===== config.mk =====
export PLATFORM = sky130hd
export DESIGN_NAME = acs_top
export DESIGN_NICKNAME = d
export VERILOG_FILES = /design/src/acs_pkg.sv /design/src/acs_top.sv
export SDC_FILE = /design/constraint.sdc
export NUM_CORES = 1
export LEC_CHECK = 0
export BUFFER_PORTS_ARGS = -buffer_cell sky130_fd_sc_hd__buf_4
export CORE_MARGIN = 8
export CORE_UTILIZATION = 64
export CTS_BUF_LIST = sky130_fd_sc_hd__clkbuf_8
export CTS_CLUSTER_SIZE = 14
export DETAILED_ROUTE_END_ITERATION = 16
export GPL_TIMING_DRIVEN = 1
export MAX_ROUTING_LAYER = met4
export PLACE_DENSITY = 0.81
export SYNTH_ARGS = -nofsm -noshare
export SYNTH_HDL_FRONTEND = slang
export SYNTH_SLANG_ARGS = --single-unit

===== constraint.sdc =====
create_clock -name CLK_IN -period 5.75 [get_ports CLK_IN]
set_input_delay 0.2875 -clock CLK_IN [delete_from_list [all_inputs] [get_ports CLK_IN]]
set_output_delay 0.2875 -clock CLK_IN [all_outputs]
set_load 0.005 [all_outputs]

===== src/acs_pkg.sv =====
// acs_pkg: constants, types and decoders of the conversion sequencer
// assumes a single 25 MHz core clock; serial pins are sampled on it
package acs_pkg;
  typedef enum logic [1:0] {
    ACS_IDLE = 2'b00,
    ACS_SAMPLE = 2'b01,
    ACS_CONV = 2'b11
  } acs_state_t;
  typedef enum logic [1:0] {
    MODE_ONE = 2'b00,
    MODE_REP = 2'b01,
    MODE_SWP = 2'b10,
    MODE_RSW = 2'b11
  } acs_mode_t;
  localparam logic [3:0] CMD_CH_LAST = 4'h7;
  localparam logic [3:0] CMD_RD_CFG = 4'h9;
  localparam logic [3:0] CMD_WR_CFG = 4'ha;
  localparam logic [3:0] CMD_TEST_LO = 4'hb;
  localparam logic [3:0] CMD_TEST_HI = 4'hd;
  localparam logic [3:0] CMD_FIFO_RD = 4'he;
  localparam int CFG_W = 12;
  localparam logic [11:0] CFG_RST = 12'h000;
  localparam int CFG_LONG = 9;
  localparam int CFG_DIV = 8;
  localparam int CFG_MODE_LO = 5;
  localparam int CFG_SEQ_LO = 3;
  localparam int CFG_PIN = 2;
  localparam int CFG_THR_LO = 0;
  localparam logic [4:0] CMD_EDGE = 5'h04;
  localparam logic [4:0] SHORT_EDGE = 5'h10;
  localparam logic [4:0] LONG_EDGE = 5'h1c;
  localparam logic [4:0] FRAME_EDGE = 5'h10;
  localparam logic [4:0] EDGE_MAX = 5'h1f;
  localparam logic [4:0] CONV_CLKS = 5'h0e;
  localparam int RES_W = 10;
  localparam int FIFO_DEPTH = 16;
  localparam int LVL_W = 5;

  function automatic logic is_conv(input logic [3:0] cmd);
    is_conv = (cmd <= CMD_CH_LAST) ||
      (cmd >= CMD_TEST_LO && cmd <= CMD_TEST_HI);
  endfunction : is_conv

  function automatic logic [4:0] thr_level(input logic [1:0] code);
    unique case (code)
      2'b00: thr_level = 5'h07;
      2'b01: thr_level = 5'h05;
      2'b10: thr_level = 5'h03;
      2'b11: thr_level = 5'h01;
    endcase
  endfunction : thr_level

  function automatic logic [2:0] seq_ch(input logic [1:0] sel,
                                        input logic [2:0] idx);
    unique case (sel)
      2'b00: seq_ch = idx;
      2'b01: seq_ch = {idx[1:0], 1'b0};
      2'b10: seq_ch = {idx[2:1], 1'b0};
      2'b11: seq_ch = {1'b0, idx[0], 1'b0};
    endcase
  endfunction : seq_ch
endpackage : acs_pkg


===== src/acs_top.sv =====
// acs_top: conversion sequencer with its result fifo
// assumes serial pins come from another domain; result is core-clocked
`timescale 1ns/1ps

module acs_fifo #(
  parameter int WIDTH = 10,
  parameter int DEPTH = 16
) (
  input wire logic clk_in,
  input wire logic arst_n_in,
  input wire logic ce_in,
  input wire logic flush_in,
  input wire logic in_valid_in,
  output logic in_ready_out,
  input wire logic [WIDTH-1:0] in_data_in,
  output logic out_valid_out,
  input wire logic out_ready_in,
  output logic [WIDTH-1:0] out_data_out,
  output logic [$clog2(DEPTH):0] level_out
);
  localparam int AW = $clog2(DEPTH);
  localparam logic [AW:0] FULL = (AW+1)'(DEPTH);
  logic [WIDTH-1:0] mem [DEPTH];
  logic [AW-1:0] wr_reg, rd_reg;
  logic [AW:0] cnt_reg;
  logic do_wr, do_rd;

  assign in_ready_out = (cnt_reg != FULL);
  assign out_valid_out = (cnt_reg != '0);
  assign out_data_out = mem[rd_reg];
  assign level_out = cnt_reg;
  // flush wins over a write in the same cycle
  assign do_wr = in_valid_in & in_ready_out & ~flush_in;
  assign do_rd = out_valid_out & out_ready_in & ~flush_in;

  always_ff @(posedge clk_in) begin
    if (ce_in && do_wr) begin
      mem[wr_reg] <= in_data_in;
    end
  end

  always_ff @(posedge clk_in or negedge arst_n_in) begin
    if (!arst_n_in) begin
      wr_reg <= '0;
      rd_reg <= '0;
      cnt_reg <= '0;
    end else if (ce_in) begin
      if (flush_in) begin
        wr_reg <= '0;
        rd_reg <= '0;
        cnt_reg <= '0;
      end else begin
        wr_reg <= wr_reg + AW'(do_wr);
        rd_reg <= rd_reg + AW'(do_rd);
        cnt_reg <= cnt_reg + (AW+1)'(do_wr) - (AW+1)'(do_rd);
      end
    end
  end
endmodule : acs_fifo

module acs_top
  import acs_pkg::*;
(
  input wire logic CLK_IN,
  input wire logic ARST_N_IN,
  input wire logic CE_IN,
  input wire logic SCLK_IN,
  input wire logic CS_N_IN,
  input wire logic FRAME_SYNC_IN,
  input wire logic SDI_IN,
  input wire logic SAMPLE_START_N_IN,
  input wire logic [RES_W-1:0] ADC_RESULT_IN,
  output logic SERIAL_DATA_OUT,
  output logic SERIAL_DATA_OE_N_OUT,
  output logic STATUS_N_OUT,
  output logic SAMPLING_OUT,
  output logic CONVERTING_OUT,
  output logic [3:0] CHANNEL_OUT,
  output logic [LVL_W-1:0] FIFO_LEVEL_OUT
);
  // pin order in the synchroniser vectors
  localparam int P_SCLK = 4, P_CS = 3, P_FS = 2, P_SDI = 1, P_ST = 0;

  logic [4:0] meta_reg, sync_reg, prev_reg, edge_reg, conv_cnt_reg;
  acs_state_t st_reg, st_next;
  logic ext_reg, in_frame_reg, sweep_done_reg, irq_n_reg, irq_pend_reg;
  logic oe_n_reg, status_reg, samp_reg, busy_reg;
  logic [15:0] in_sr_reg, out_sr_reg;
  logic [11:0] cfg_reg;
  logic [RES_W-1:0] result_reg, fifo_head;
  logic [2:0] idx_reg;
  logic [3:0] chan_reg, cmd_w, chan_next;
  logic [LVL_W-1:0] lvl_reg, fifo_lvl;

  logic sclk_rise, sclk_fall, cs_n_s, cs_fall, cs_rise, fs_rise, sdi_s;
  logic start_fall, start_rise, frame_start, cmd_dec, cfg_wr, sweep_m;
  logic conv_ok, norm_go, ext_go, go, samp_end, conv_done, push, hit;
  logic pop, flush, fifo_in_ready, fifo_out_valid;
  logic [4:0] edge_next, win_end, conv_last;
  acs_mode_t mode;

  // serial pins arrive asynchronously: two stages before any use
  always_ff @(posedge CLK_IN or negedge ARST_N_IN) begin
    if (!ARST_N_IN) begin
      meta_reg <= 5'h1b;
      sync_reg <= 5'h1b;
      prev_reg <= 5'h1b;
    end else if (CE_IN) begin
      meta_reg <= {SCLK_IN, CS_N_IN, FRAME_SYNC_IN, SDI_IN,
                   SAMPLE_START_N_IN};
      sync_reg <= meta_reg;
      prev_reg <= sync_reg;
    end
  end

  assign sclk_rise = sync_reg[P_SCLK] & ~prev_reg[P_SCLK];
  assign sclk_fall = ~sync_reg[P_SCLK] & prev_reg[P_SCLK];
  assign cs_n_s = sync_reg[P_CS];
  assign cs_fall = ~sync_reg[P_CS] & prev_reg[P_CS];
  assign cs_rise = sync_reg[P_CS] & ~prev_reg[P_CS];
  assign fs_rise = sync_reg[P_FS] & ~prev_reg[P_FS];
  assign sdi_s = sync_reg[P_SDI];
  assign start_fall = ~sync_reg[P_ST] & prev_reg[P_ST];
  assign start_rise = sync_reg[P_ST] & ~prev_reg[P_ST];
  // frame sync may frame commands with chip select held low
  assign frame_start = cs_fall | (fs_rise & ~cs_n_s);
  assign edge_next = edge_reg + 5'h01;
  assign cmd_dec = sclk_rise & in_frame_reg & (edge_next == CMD_EDGE);
  assign cmd_w = {in_sr_reg[2:0], sdi_s};
  assign cfg_wr = sclk_rise & in_frame_reg &
    (edge_next == FRAME_EDGE) & (in_sr_reg[14:11] == CMD_WR_CFG);

  assign mode = acs_mode_t'(cfg_reg[CFG_MODE_LO +: 2]);
  assign sweep_m = cfg_reg[CFG_MODE_LO + 1];
  // a full fifo stalls new triggers; a finished sweep waits for service
  assign conv_ok = (mode == MODE_ONE || fifo_in_ready) &&
    !(mode == MODE_SWP && sweep_done_reg);
  assign norm_go = cmd_dec & is_conv(cmd_w) & conv_ok;
  assign ext_go = start_fall & cs_n_s & conv_ok;
  assign go = norm_go | ext_go;
  assign win_end = cfg_reg[CFG_LONG] ? LONG_EDGE : SHORT_EDGE;
  assign samp_end = (st_reg == ACS_SAMPLE) && (ext_reg ?
    (start_rise & cs_n_s) :
    (sclk_rise & (edge_next == win_end)));
  assign conv_last = (cfg_reg[CFG_DIV] ? {CONV_CLKS[3:0], 1'b0} :
    CONV_CLKS) - 5'h01;
  assign conv_done = (st_reg == ACS_CONV) && (conv_cnt_reg == conv_last)
    && !go;
  assign push = conv_done & (mode != MODE_ONE);
  assign hit = push & (fifo_lvl + 5'h01 ==
    thr_level(cfg_reg[CFG_THR_LO +: 2]));
  assign pop = cmd_dec & (cmd_w == CMD_FIFO_RD) & fifo_out_valid;
  // configure, skipped read, or start pin restart in repeat-sweep mode with an interrupt pending empties the fifo
  assign flush = cfg_wr |
    (cmd_dec & irq_pend_reg & (cmd_w != CMD_FIFO_RD)) |
    (ext_go & irq_pend_reg & (mode == MODE_RSW));
  assign chan_next = sweep_m ?
    {1'b0, seq_ch(cfg_reg[CFG_SEQ_LO +: 2], idx_reg)} :
    (norm_go ? cmd_w : chan_reg);

  always_comb begin
    st_next = st_reg;
    unique case (st_reg)
      ACS_IDLE: if (go) st_next = ACS_SAMPLE;
      ACS_SAMPLE: if (samp_end) st_next = ACS_CONV;
      ACS_CONV: begin
        if (go) begin
          st_next = ACS_SAMPLE;
        end else if (conv_done) begin
          st_next = ACS_IDLE;
        end
      end
      default: st_next = ACS_IDLE;
    endcase
  end

  acs_fifo #(
    .WIDTH(RES_W),
    .DEPTH(FIFO_DEPTH)
  ) u_fifo (
    .clk_in(CLK_IN),
    .arst_n_in(ARST_N_IN),
    .ce_in(CE_IN),
    .flush_in(flush),
    .in_valid_in(push),
    .in_ready_out(fifo_in_ready),
    .in_data_in(ADC_RESULT_IN),
    .out_valid_out(fifo_out_valid),
    .out_ready_in(pop),
    .out_data_out(fifo_head),
    .level_out(fifo_lvl)
  );

  always_ff @(posedge CLK_IN or negedge ARST_N_IN) begin
    if (!ARST_N_IN) begin
      st_reg <= ACS_IDLE;
      ext_reg <= 1'b0;
      conv_cnt_reg <= 5'h00;
      chan_reg <= 4'h0;
    end else if (CE_IN) begin
      st_reg <= st_next;
      if (go) begin
        ext_reg <= ext_go;
        chan_reg <= chan_next;
      end
      conv_cnt_reg <= (st_reg == ACS_CONV && !go) ?
        conv_cnt_reg + 5'h01 : 5'h00;
    end
  end

  always_ff @(posedge CLK_IN or negedge ARST_N_IN) begin
    if (!ARST_N_IN) begin
      in_frame_reg <= 1'b0;
      edge_reg <= 5'h00;
      in_sr_reg <= 16'h0000;
      cfg_reg <= CFG_RST;
    end else if (CE_IN) begin
      if (frame_start) begin
        in_frame_reg <= 1'b1;
      end else if (cs_rise) begin
        in_frame_reg <= 1'b0;
      end
      if (frame_start) begin
        edge_reg <= 5'h00;
      end else if (sclk_rise && edge_reg != EDGE_MAX) begin
        edge_reg <= edge_next;
      end
      if (sclk_rise && in_frame_reg && edge_reg < FRAME_EDGE) begin
        in_sr_reg <= {in_sr_reg[14:0], sdi_s};
      end
      if (cfg_wr) begin
        cfg_reg <= {in_sr_reg[10:0], sdi_s};
      end
    end
  end

  // output word: held result or fifo head at frame start, config on read
  always_ff @(posedge CLK_IN or negedge ARST_N_IN) begin
    if (!ARST_N_IN) begin
      out_sr_reg <= 16'h0000;
      result_reg <= '0;
      oe_n_reg <= 1'b1;
    end else if (CE_IN) begin
      if (frame_start) begin
        out_sr_reg <= {(mode == MODE_ONE) ? result_reg :
          (fifo_out_valid ? fifo_head : {RES_W{1'b0}}), 6'h00};
      end else if (cmd_dec && cmd_w == CMD_RD_CFG) begin
        out_sr_reg <= {cfg_reg, 4'h0};
      end else if (sclk_fall && in_frame_reg) begin
        out_sr_reg <= {out_sr_reg[14:0], 1'b0};
      end
      if (conv_done && mode == MODE_ONE) begin
        result_reg <= ADC_RESULT_IN;
      end
      oe_n_reg <= cs_n_s;
    end
  end

  always_ff @(posedge CLK_IN or negedge ARST_N_IN) begin
    if (!ARST_N_IN) begin
      idx_reg <= 3'h0;
      sweep_done_reg <= 1'b0;
      irq_n_reg <= 1'b1;
      irq_pend_reg <= 1'b0;
    end else if (CE_IN) begin
      if (cfg_wr) begin
        idx_reg <= 3'h0;
      end else if (push && sweep_m) begin
        idx_reg <= idx_reg + 3'h1;
      end
      if (push && mode == MODE_SWP && (hit || idx_reg == 3'h7)) begin
        sweep_done_reg <= 1'b1;
      end else if (cfg_wr || (cmd_dec && cmd_w == CMD_FIFO_RD)) begin
        sweep_done_reg <= 1'b0;
      end
      // set wins over the frame that services the interrupt
      if (hit || (conv_done && mode == MODE_ONE)) begin
        irq_n_reg <= 1'b0;
      end else if (frame_start) begin
        irq_n_reg <= 1'b1;
      end
      if (hit) begin
        irq_pend_reg <= 1'b1;
      end else if (cmd_dec || cfg_wr) begin
        irq_pend_reg <= 1'b0;
      end
    end
  end

  always_ff @(posedge CLK_IN or negedge ARST_N_IN) begin
    if (!ARST_N_IN) begin
      status_reg <= 1'b1;
      samp_reg <= 1'b0;
      busy_reg <= 1'b0;
      lvl_reg <= '0;
    end else if (CE_IN) begin
      status_reg <= (mode == MODE_ONE && cfg_reg[CFG_PIN]) ?
        (st_reg != ACS_CONV) : irq_n_reg;
      samp_reg <= (st_reg == ACS_SAMPLE);
      busy_reg <= (st_reg == ACS_CONV);
      lvl_reg <= fifo_lvl;
    end
  end

  assign SERIAL_DATA_OUT = out_sr_reg[15];
  assign SERIAL_DATA_OE_N_OUT = oe_n_reg;
  assign STATUS_N_OUT = status_reg;
  assign SAMPLING_OUT = samp_reg;
  assign CONVERTING_OUT = busy_reg;
  assign CHANNEL_OUT = chan_reg;
  assign FIFO_LEVEL_OUT = lvl_reg;
endmodule : acs_top


==> results.txt, run 1 <==
The buffer count from post-CTS setup fixing came out at 0. During I/O placement, the number of pins put on the boundary was 32. Counting stages on the worst path, the most repeated cell is sky130_fd_sc_hd__ha_1. The worst setup path is launched from a flop. The detailed placement HPWL came out at 15200 um. The worst hold-check path type is in2reg. The classification of the worst setup path is reg2reg. The detailed router finished its first iteration with 687 violations.

Clock tree synthesis found a total of 268 sinks. The largest single stage delay on the critical path is 500 ps. The most frequently used cell type in the post-synthesis netlist is sky130_fd_sc_hd__edfxtp_1.

The TritonCTS buffer count came out at 43. The instance area after placement is 11900 um2. Before antenna repair, the detailed router went through 5 iterations. Dividing the synthesized area by the synthesized cell count gives 15.3 um2. The count of yosys warnings during synthesis is 0. TritonCTS built the clock tree. Summing all non-filler instances in the final layout gives an area of 12800 um2. In this run the tightest slew margin relative to its limit is 23.6%. The arrival time of the worst setup path came out at 4930 ps. After the last flow step, the layout net total stands at 846. The clock tree buffer depth is 3. The number of remaining DRC errors is 0.

The slew at the pin with the worst max-slew slack is 1140 ps. The number of nets with antenna violations after routing came out at 0. The weighted congestion reported at the end of routability-driven placement is 0.874.

The core area came out at 17800 um2. The height of the die came out at 150 um. The number of flip-flops under the largest register name came out at 160.

For this run, the total global-route usage over all layers was measured as 22.7%. The synthesized netlist contains 53 unique library cells. The combined area of all synthesized cells is 11500 um2. For this design the static power due to leakage is 4.81 nW. The die boundary width came out at 150 um. The initial antenna violation count is 0.

The number of levels the H-tree was split into is 2. The final-report max-slew violation count came to 0. By area the synthesized netlist is led by sky130_fd_sc_hd__edfxtp_1 (42%), sky130_fd_sc_hd__dfrtp_1 (21%), sky130_fd_sc_hd__mux4_2 (7.8%). The count of flip-flops with a built-in enable after synthesis is 160. The maximum number of pins on one net before global-route repair is 81. In the final layout, the multi-input gates occupy 3800 um2. Setup repair after global routing left no endpoint under its margin.

Once the floorplan was initialized, standard cells occupied 64.7% of the core. The global-route wire length before repair came out at 37900 um. The clock insertion delay at the later pin of the skew report is 550 ps.

Of all flip-flops after synthesis, the portion carrying an async set or reset was 40.3%. The total of cells resized after clock tree synthesis is 0. STA classifies the critical path endpoint as a flop. The number of port buffers came out at 31.

The power per unit of standard cell area came out at 333 nW/um2. sky130_fd_sc_hd__edfxtp_1 takes more of the synthesized area than any other cell. The endpoint required time on the critical path is 6190 ps.

The completed layout was analyzed and its total power is 4.26 mW. For the finished layout, the period the worst path requires is 4490 ps. Summed over all layers, the global routing overflow is 0. The commonest cells after synthesis are sky130_fd_sc_hd__edfxtp_1 (160), sky130_fd_sc_hd__dfrtp_1 (95), sky130_fd_sc_hd__mux2_2 (65). The total negative setup slack came out at 0 ps. The fraction of the cycle the final worst path needs came out at 78.2%. Cells with a size suffix above 1 make up 25.2% of the layout. The prevailing post-synth register cell is sky130_fd_sc_hd__edfxtp_1.

Across the run, the number of max-cap violations was 0. The worst-case clock skew came out at 21.0 ps. On the critical path, the stage with the largest delay is an instance of sky130_fd_sc_hd__nor4bb_1.

The maximum achievable frequency came out at 0.222 GHz. The final-report setup violation count is 0. After detailed routing, the average wire length per cell comes to 22.0 um.

The count of endpoints failing hold in the final timing report is 0. The clock transition at the registers of the reported paths is 60 ps. The detailed-route wire length is 23500 um. CTS placed an instance of sky130_fd_sc_hd__clkbuf_8 at the clock tree root. The via count came out at 6788. The proportion of netlist area held by the largest area contributor came out at 41.7%. Counting flops and latches in the post-synthesis netlist gives 268.

The sequential cell area is 7520 um2. The die area is 22500 um2. The number of fill cells in the layout came out at 1122.

The placement row count is 49. The area growth from synthesis to layout came out at 11.2%. Synthesis handed over a netlist of 753 instances. Final hold analysis gives a worst-case slack of 71.0 ps. The flow ran to the end, and the final reports show no timing, DRC or antenna violations. The post-synthesis net count is 791.

Of all nets on the critical path, the largest fanout is 14. The via count normalized by instance count is 6.34. The number of hold buffers added after CTS was 6.

The critical path goes through ha_1 -> and3_1 -> ha_1 -> nor4bb_1 -> nand4_1 -> a21oi_1 -> or2_2 -> nor3_1 -> ha_1 -> inv_1 -> ha_1 -> inv_1 -> fa_1 -> inv_1 -> a21oi_1 -> o21bai_1 -> xnor2_1 -> o21ai_0 -> a21o_1. The number of global-route vias before repair was 6985. The number of diodes added for antenna fixing is 0. Setup slack on the critical path of the routed design comes to 1260 ps. The post-place setup slack is 1360 ps. The portion of the post-synthesis area used by sequential elements is 65.4%. The highest ir drop seen on vdd is 0.000254 V.
## per-layer routing
| layer | vias to the layer above | track usage [%] | wire [um] |
|---|---|---|---|
| met2 | 251 | 36.0 | 11600 |
| met3 | 65 | 5.14 | 1560 |
| li1 | 3027 | - | - |
| met1 | 3445 | 27.7 | 9520 |
| met4 | 0 | 10.3 | 901 |
| met5 | - | - | 0 |
## worst paths after layout
check                                  start                  end  slack, ps  cells past startpoint
setup reg to reg                 edge_reg[0]  u_fifo.level_out[4]       1260                     19
setup / recovery                 edge_reg[0]  u_fifo.level_out[4]       1260                     19
max in group asynchronous          ARST_N_IN            st_reg[1]       4230                      3
min in group asynchronous          ARST_N_IN  u_fifo.level_out[1]        200                      2
hold reg to reg            FIFO_LEVEL_OUT[3]    FIFO_LEVEL_OUT[3]        510                      1
hold / removal              ADC_RESULT_IN[3]     u_fifo.mem[8][3]         70                      1
## critical path, delay by kind of cell (launching register included)
family          cells  cell delay (ps)
simple gates        5             1350
compound gates      5              870
xor+xnor            1              150
buf+inv             3              200
fa+ha+maj           5             1400
flops               1              410
## report_power, final
| group | switching, mW | leakage, nW | internal, mW |
|---|---|---|---|
| clock | 0.725 | 0.461 | 0.757 |
| sequential | 0.114 | 2.82 | 2.18 |
| combinational | 0.256 | 1.54 | 0.232 |
## area by class of cell
cell class                 instances  area share (%)
sequential                       268            58.8
multi-input combinational        437            29.7
clock buffer                      47            5.06
timing repair buffer              42            2.58
tap                              229            2.24
clock inverter                    32            1.12
inverter                          16           0.469
## placed cells by master (no fill, tap or decap), drive strengths merged, types with 25 or more instances in the layout
master,instances
clkbuf,47
mux4,40
edfxtp,160
inv,32
mux2,65
dfrtp,95
nor2,60
mux2i,25
buf,36
nand2,42
## through the flow
stage | instances | util, %
final | 1071 | 72.0
after global routing | 1071 | 72.0
after CTS | 1071 | 72.0
after detailed placement | 986 | 67.2
after global placement | 986 | 67.2
after floorplan | 753 | -
## kinds of logic after synthesis
group                      synth area share, %
DFF                                       65.4
buffers and inverters                     1.59
adders and majority gates                 2.24
and+or+nand+nor                           8.13
xor gates and xnor gates                 0.609
muxes                                     16.4
AOI/OAI and AO/OA                         5.70
No activity file was read; power rests on OpenSTA's default activity.
==> run 2, diff against run 1 <==
Settings changed: ABC_AREA set to 1, CORE_UTILIZATION 64 to 58, PLACE_DENSITY 0.81 to 0.77.
Clock period 5.75 ns to 3.9 ns, I/O delays scaled along.
==> run 2 against run 1 <==
Wire length rose by 15%. Clock-buffer cell count grew 3. Total power is 60% higher. Cell count is 48% higher. Worst setup slack got worse by 1000 ps. Clock skew up 1.6 ps. Utilization fell by 5.1 points. Synthesized cell count grew 61%. Sequential share of layout area fell by 3.2 points. First-iteration DRC count grew 27%. Critical path type unchanged.
==> results.txt, run 2 <==
The tightest slew margin relative to the limit came to 30.8% (+7.3 points). The die area is 25500 um2 (+13%). The proportion of netlist area held by the largest area contributor came out at 40.1% (-1.7 points). The worst-case clock skew is 22.6 ps (+1.58 ps). The number of remaining DRC errors is 0 (unchanged). The mean post-synth cell area came out at 9.87 um2 (-35%).

The share of flip-flops with an asynchronous set or reset after synthesis is 40.3% (unchanged). The min-delay analysis places its worst path in the category in2reg. The placement row count came to 52 (+6.1%). In the synthesized netlist the dominant register cell turns out to be sky130_fd_sc_hd__edfxtp_1.

The run finished with clean final reports. The portion of the post-synthesis area used by sequential elements is 62.8% (-2.6 points). The biggest fanout along the worst timing path was 6 (-8). The slack of the worst reg-to-reg path is 230 ps (-1020 ps). The maximum achievable frequency was 0.273 GHz (+23%). The combined area of all synthesized cells came out at 12000 um2 (+4.2%).

The endpoint required time on the critical path is 4320 ps (-1870 ps). The area growth from synthesis to layout came out at 12.8%. TritonCTS built the clock tree. The initial standard-cell utilization of the core is 59.3% (-5.5 points).

The final-stage net count came out at 1322 (+56%). In this run the most critical hold path is launched from CE_IN. The clock tree buffer depth was 3 (unchanged).

The worst register-to-register path ends at u_fifo.level_out[4]. The number of diodes added for antenna fixing came out at 0 (unchanged). The startpoint of the worst register-to-register path is edge_reg[1]. The number of nets with antenna violations after routing is 0 (unchanged). The leakage dissipation is 5.70 nW (+18%). The first-iteration detailed-routing DRC count is 873 (+27%).

The clock insertion delay at the later pin of the skew report came out at 570 ps (+20 ps). The count of yosys warnings during synthesis is 0 (unchanged). Setup repair after global routing left no endpoint under its margin. The total of flip-flops plus latches after synthesis is 268 (unchanged). The total clock sinks came out at 268 (unchanged). The power per unit of standard cell area came out at 503 nW/um2 (+51%). The count of endpoints failing hold in the final timing report is 0 (unchanged). The final-report setup violation count is 0 (unchanged). The number of port buffers is 31 (unchanged). The height of the die came out at 160 um (+6.4%).

The distinct cell type count after synthesis is 41 (-23%). The slew at the pin with the worst max-slew slack came out at 1030 ps (-109 ps). The global-route wire length before repair is 44600 um (+18%). The average detailed-routed wire length per instance came to 17.1 um (-22%). The initial antenna violation count came out at 0 (unchanged).

The detailed-route wire length came to 27100 um (+15%). The die boundary width is 160 um (+6.4%). The core area came to 20200 um2 (+14%). The total negative setup slack came out at 0 ps (unchanged). The post-synthesis net count came out at 1253 (+58%). The synthesized netlist cell count is 1215 (+61%). The final-report max-slew violation count was 0 (unchanged). In the post-synthesis netlist, the cell with the most instances is sky130_fd_sc_hd__nand2_1. The reported max-cap violation count is 0 (unchanged). After synthesis, the most frequently instantiated cells are sky130_fd_sc_hd__nand2_1 (367), sky130_fd_sc_hd__edfxtp_1 (160), sky130_fd_sc_hd__o21ai_0 (121). STA classifies the critical path endpoint as a flop. The maximum number of pins on one net before global-route repair came out at 82 (+1.2%). The fraction of the cycle the final worst path needs is 94.1% (+16 points). The number of cells on the worst hold path came out at 3 (+2).

The detailed placement HPWL came to 17600 um (+15%). The via count normalized by instance count is 5.61 (-11%). The clock transition at the registers of the reported paths came out at 60 ps (about the same). The remaining global-route overflow came out at 0 (unchanged).

The buffer cell driving the clock tree root is sky130_fd_sc_hd__clkbuf_8. The cell type with the highest aggregate area in the netlist is sky130_fd_sc_hd__edfxtp_1. In the post-synthesis netlist, the biggest area contributors are sky130_fd_sc_hd__edfxtp_1 (40%), sky130_fd_sc_hd__dfrtp_1 (20%), sky130_fd_sc_hd__nand2_1 (11%). The number of detailed-routing iterations run before antenna repair is 6 (+1). The TritonCTS buffer count is 44 (+2.3%). In the layout the commonest cells are sky130_fd_sc_hd__nand2_1 (367), sky130_fd_sc_hd__edfxtp_1 (160), sky130_fd_sc_hd__o21ai_0 (121), sky130_fd_sc_hd__inv_1 (101), sky130_fd_sc_hd__dfrtp_1 (94). The post-layout minimum cycle time is 3670 ps (-826 ps). The number of global-route vias before repair came out at 8724 (+25%). The number of top-level pins is 32 (unchanged).

The end point of the worst hold path is meta_reg[1]. STA classifies the critical path startpoint as a flop. The count of flip-flops with a built-in enable after synthesis is 160 (unchanged). The count of cells along the worst register-to-register path was 21 (+2).

The weighted congestion reported at the end of routability-driven placement came out at 0.914 (+4.6%). The number of levels the H-tree was split into came out at 2 (unchanged). The ratio of cells with drive above 1 in the final layout was 12.0% (-13 points). Leaving out fill and tap cells, the most frequent cell in the layout is sky130_fd_sc_hd__nand2_1. The number of flip-flops under the largest register name came to 160 (unchanged).

The worst setup path is of the reg2reg kind. The highest ir drop seen on vdd was 0.000366 V (+44%). The via count is 8911 (+31%). The final standard cell utilization of the core is 66.8% (-5.1 points).

The arrival time of the worst setup path came out at 4090 ps (-840 ps). The global-route total usage across every layer is 21.9% (-0.85 points). The buffer count from post-CTS setup fixing is 0 (unchanged).
## run 2: area by class of cell
class,count,area (um2)
flip-flops and latches,268,7520
fillers,1574,6710
clock inverters,30,129
clock buffers,50,688
multi-input cells,806,3910
repair buffers,76,611
well taps,270,338
inverters,88,330
## run 2: how the worst max path moves through the flow
stage                start                   to  depth (start not counted)
4_1_cts        edge_reg[1]  u_fifo.level_out[4]                         21
5_1_grt        edge_reg[1]  u_fifo.level_out[4]                         21
3_5_place_dp   edge_reg[1]  u_fifo.level_out[4]                         21
3_3_place_gp   edge_reg[1]  u_fifo.level_out[4]                         21
6_report       edge_reg[1]  u_fifo.level_out[4]                         21
2_1_floorplan  edge_reg[0]  u_fifo.level_out[4]                         21
## run 2: stage by stage
stage                     std cells  power [mW]  worst slack [ps]  area (um2)  hold slack (ps)
final                          1588        6.80               231       13500              112
after global routing           1588        7.15              8.15       13500              109
after CTS                      1588        6.84               117       13500             85.3
after detailed placement       1492        4.55               130       12500              193
after global placement         1492        4.51               206       12500              193
after floorplan                1215        4.19               437       12000             -101
## run 2: critical path, stage by stage (launching register included)
cell	delay [ps]
sky130_fd_sc_hd__dfrtp_1	430
sky130_fd_sc_hd__ha_1	210
sky130_fd_sc_hd__nand2_1	100
sky130_fd_sc_hd__nor2_1	50
sky130_fd_sc_hd__ha_1	280
sky130_fd_sc_hd__inv_1	70
sky130_fd_sc_hd__nand2_1	40
sky130_fd_sc_hd__nor2_1	130
sky130_fd_sc_hd__inv_1	120
sky130_fd_sc_hd__nor2_8	150
sky130_fd_sc_hd__nand3_1	140
sky130_fd_sc_hd__nor3_2	180
sky130_fd_sc_hd__ha_1	260
sky130_fd_sc_hd__inv_1	60
sky130_fd_sc_hd__ha_1	150
sky130_fd_sc_hd__inv_1	50
sky130_fd_sc_hd__fa_1	400
sky130_fd_sc_hd__o21ai_0	170
sky130_fd_sc_hd__a21oi_1	90
sky130_fd_sc_hd__or2_2	270
sky130_fd_sc_hd__nand3_1	70
sky130_fd_sc_hd__o22ai_1	90
## run 2: layer usage
metal	GRT usage [%]	wire length [um]	vias to the layer above	part of all wire, %
met5	-	0	-	0
met4	7.35	541	0	2.0
met3	3.34	2080	44	7.7
met2	33.9	12800	346	47
met1	29.3	11700	4270	43
li1	-	-	4251	-
## run 2: cells by family after synthesis
| logic type | Yosys count | synth area share [%] |
|---|---|---|
| buffers and inverters | 141 | 4.76 |
| DFF | 268 | 62.8 |
| adders and majority gates | 20 | 2.15 |
| AOI/OAI and AO/OA | 231 | 10.6 |
| and+or+nand+nor | 543 | 18.9 |
| xor gates and xnor gates | 12 | 0.877 |
## run 2: repair_timing
action,CTS,global route
gates resized for setup,0,1
hold endpoints to repair,209,0
setup endpoints to repair,0,1
hold buffers,16,0
## run 2: power breakdown
group          internal [mW]  total [mW]  switching, mW  leakage (nW)
clock network           1.17        2.28           1.10         0.512
logic                  0.401        1.12          0.717          2.35
registers               3.24        3.40          0.167          2.84
total                   4.81        6.80           1.99          5.70
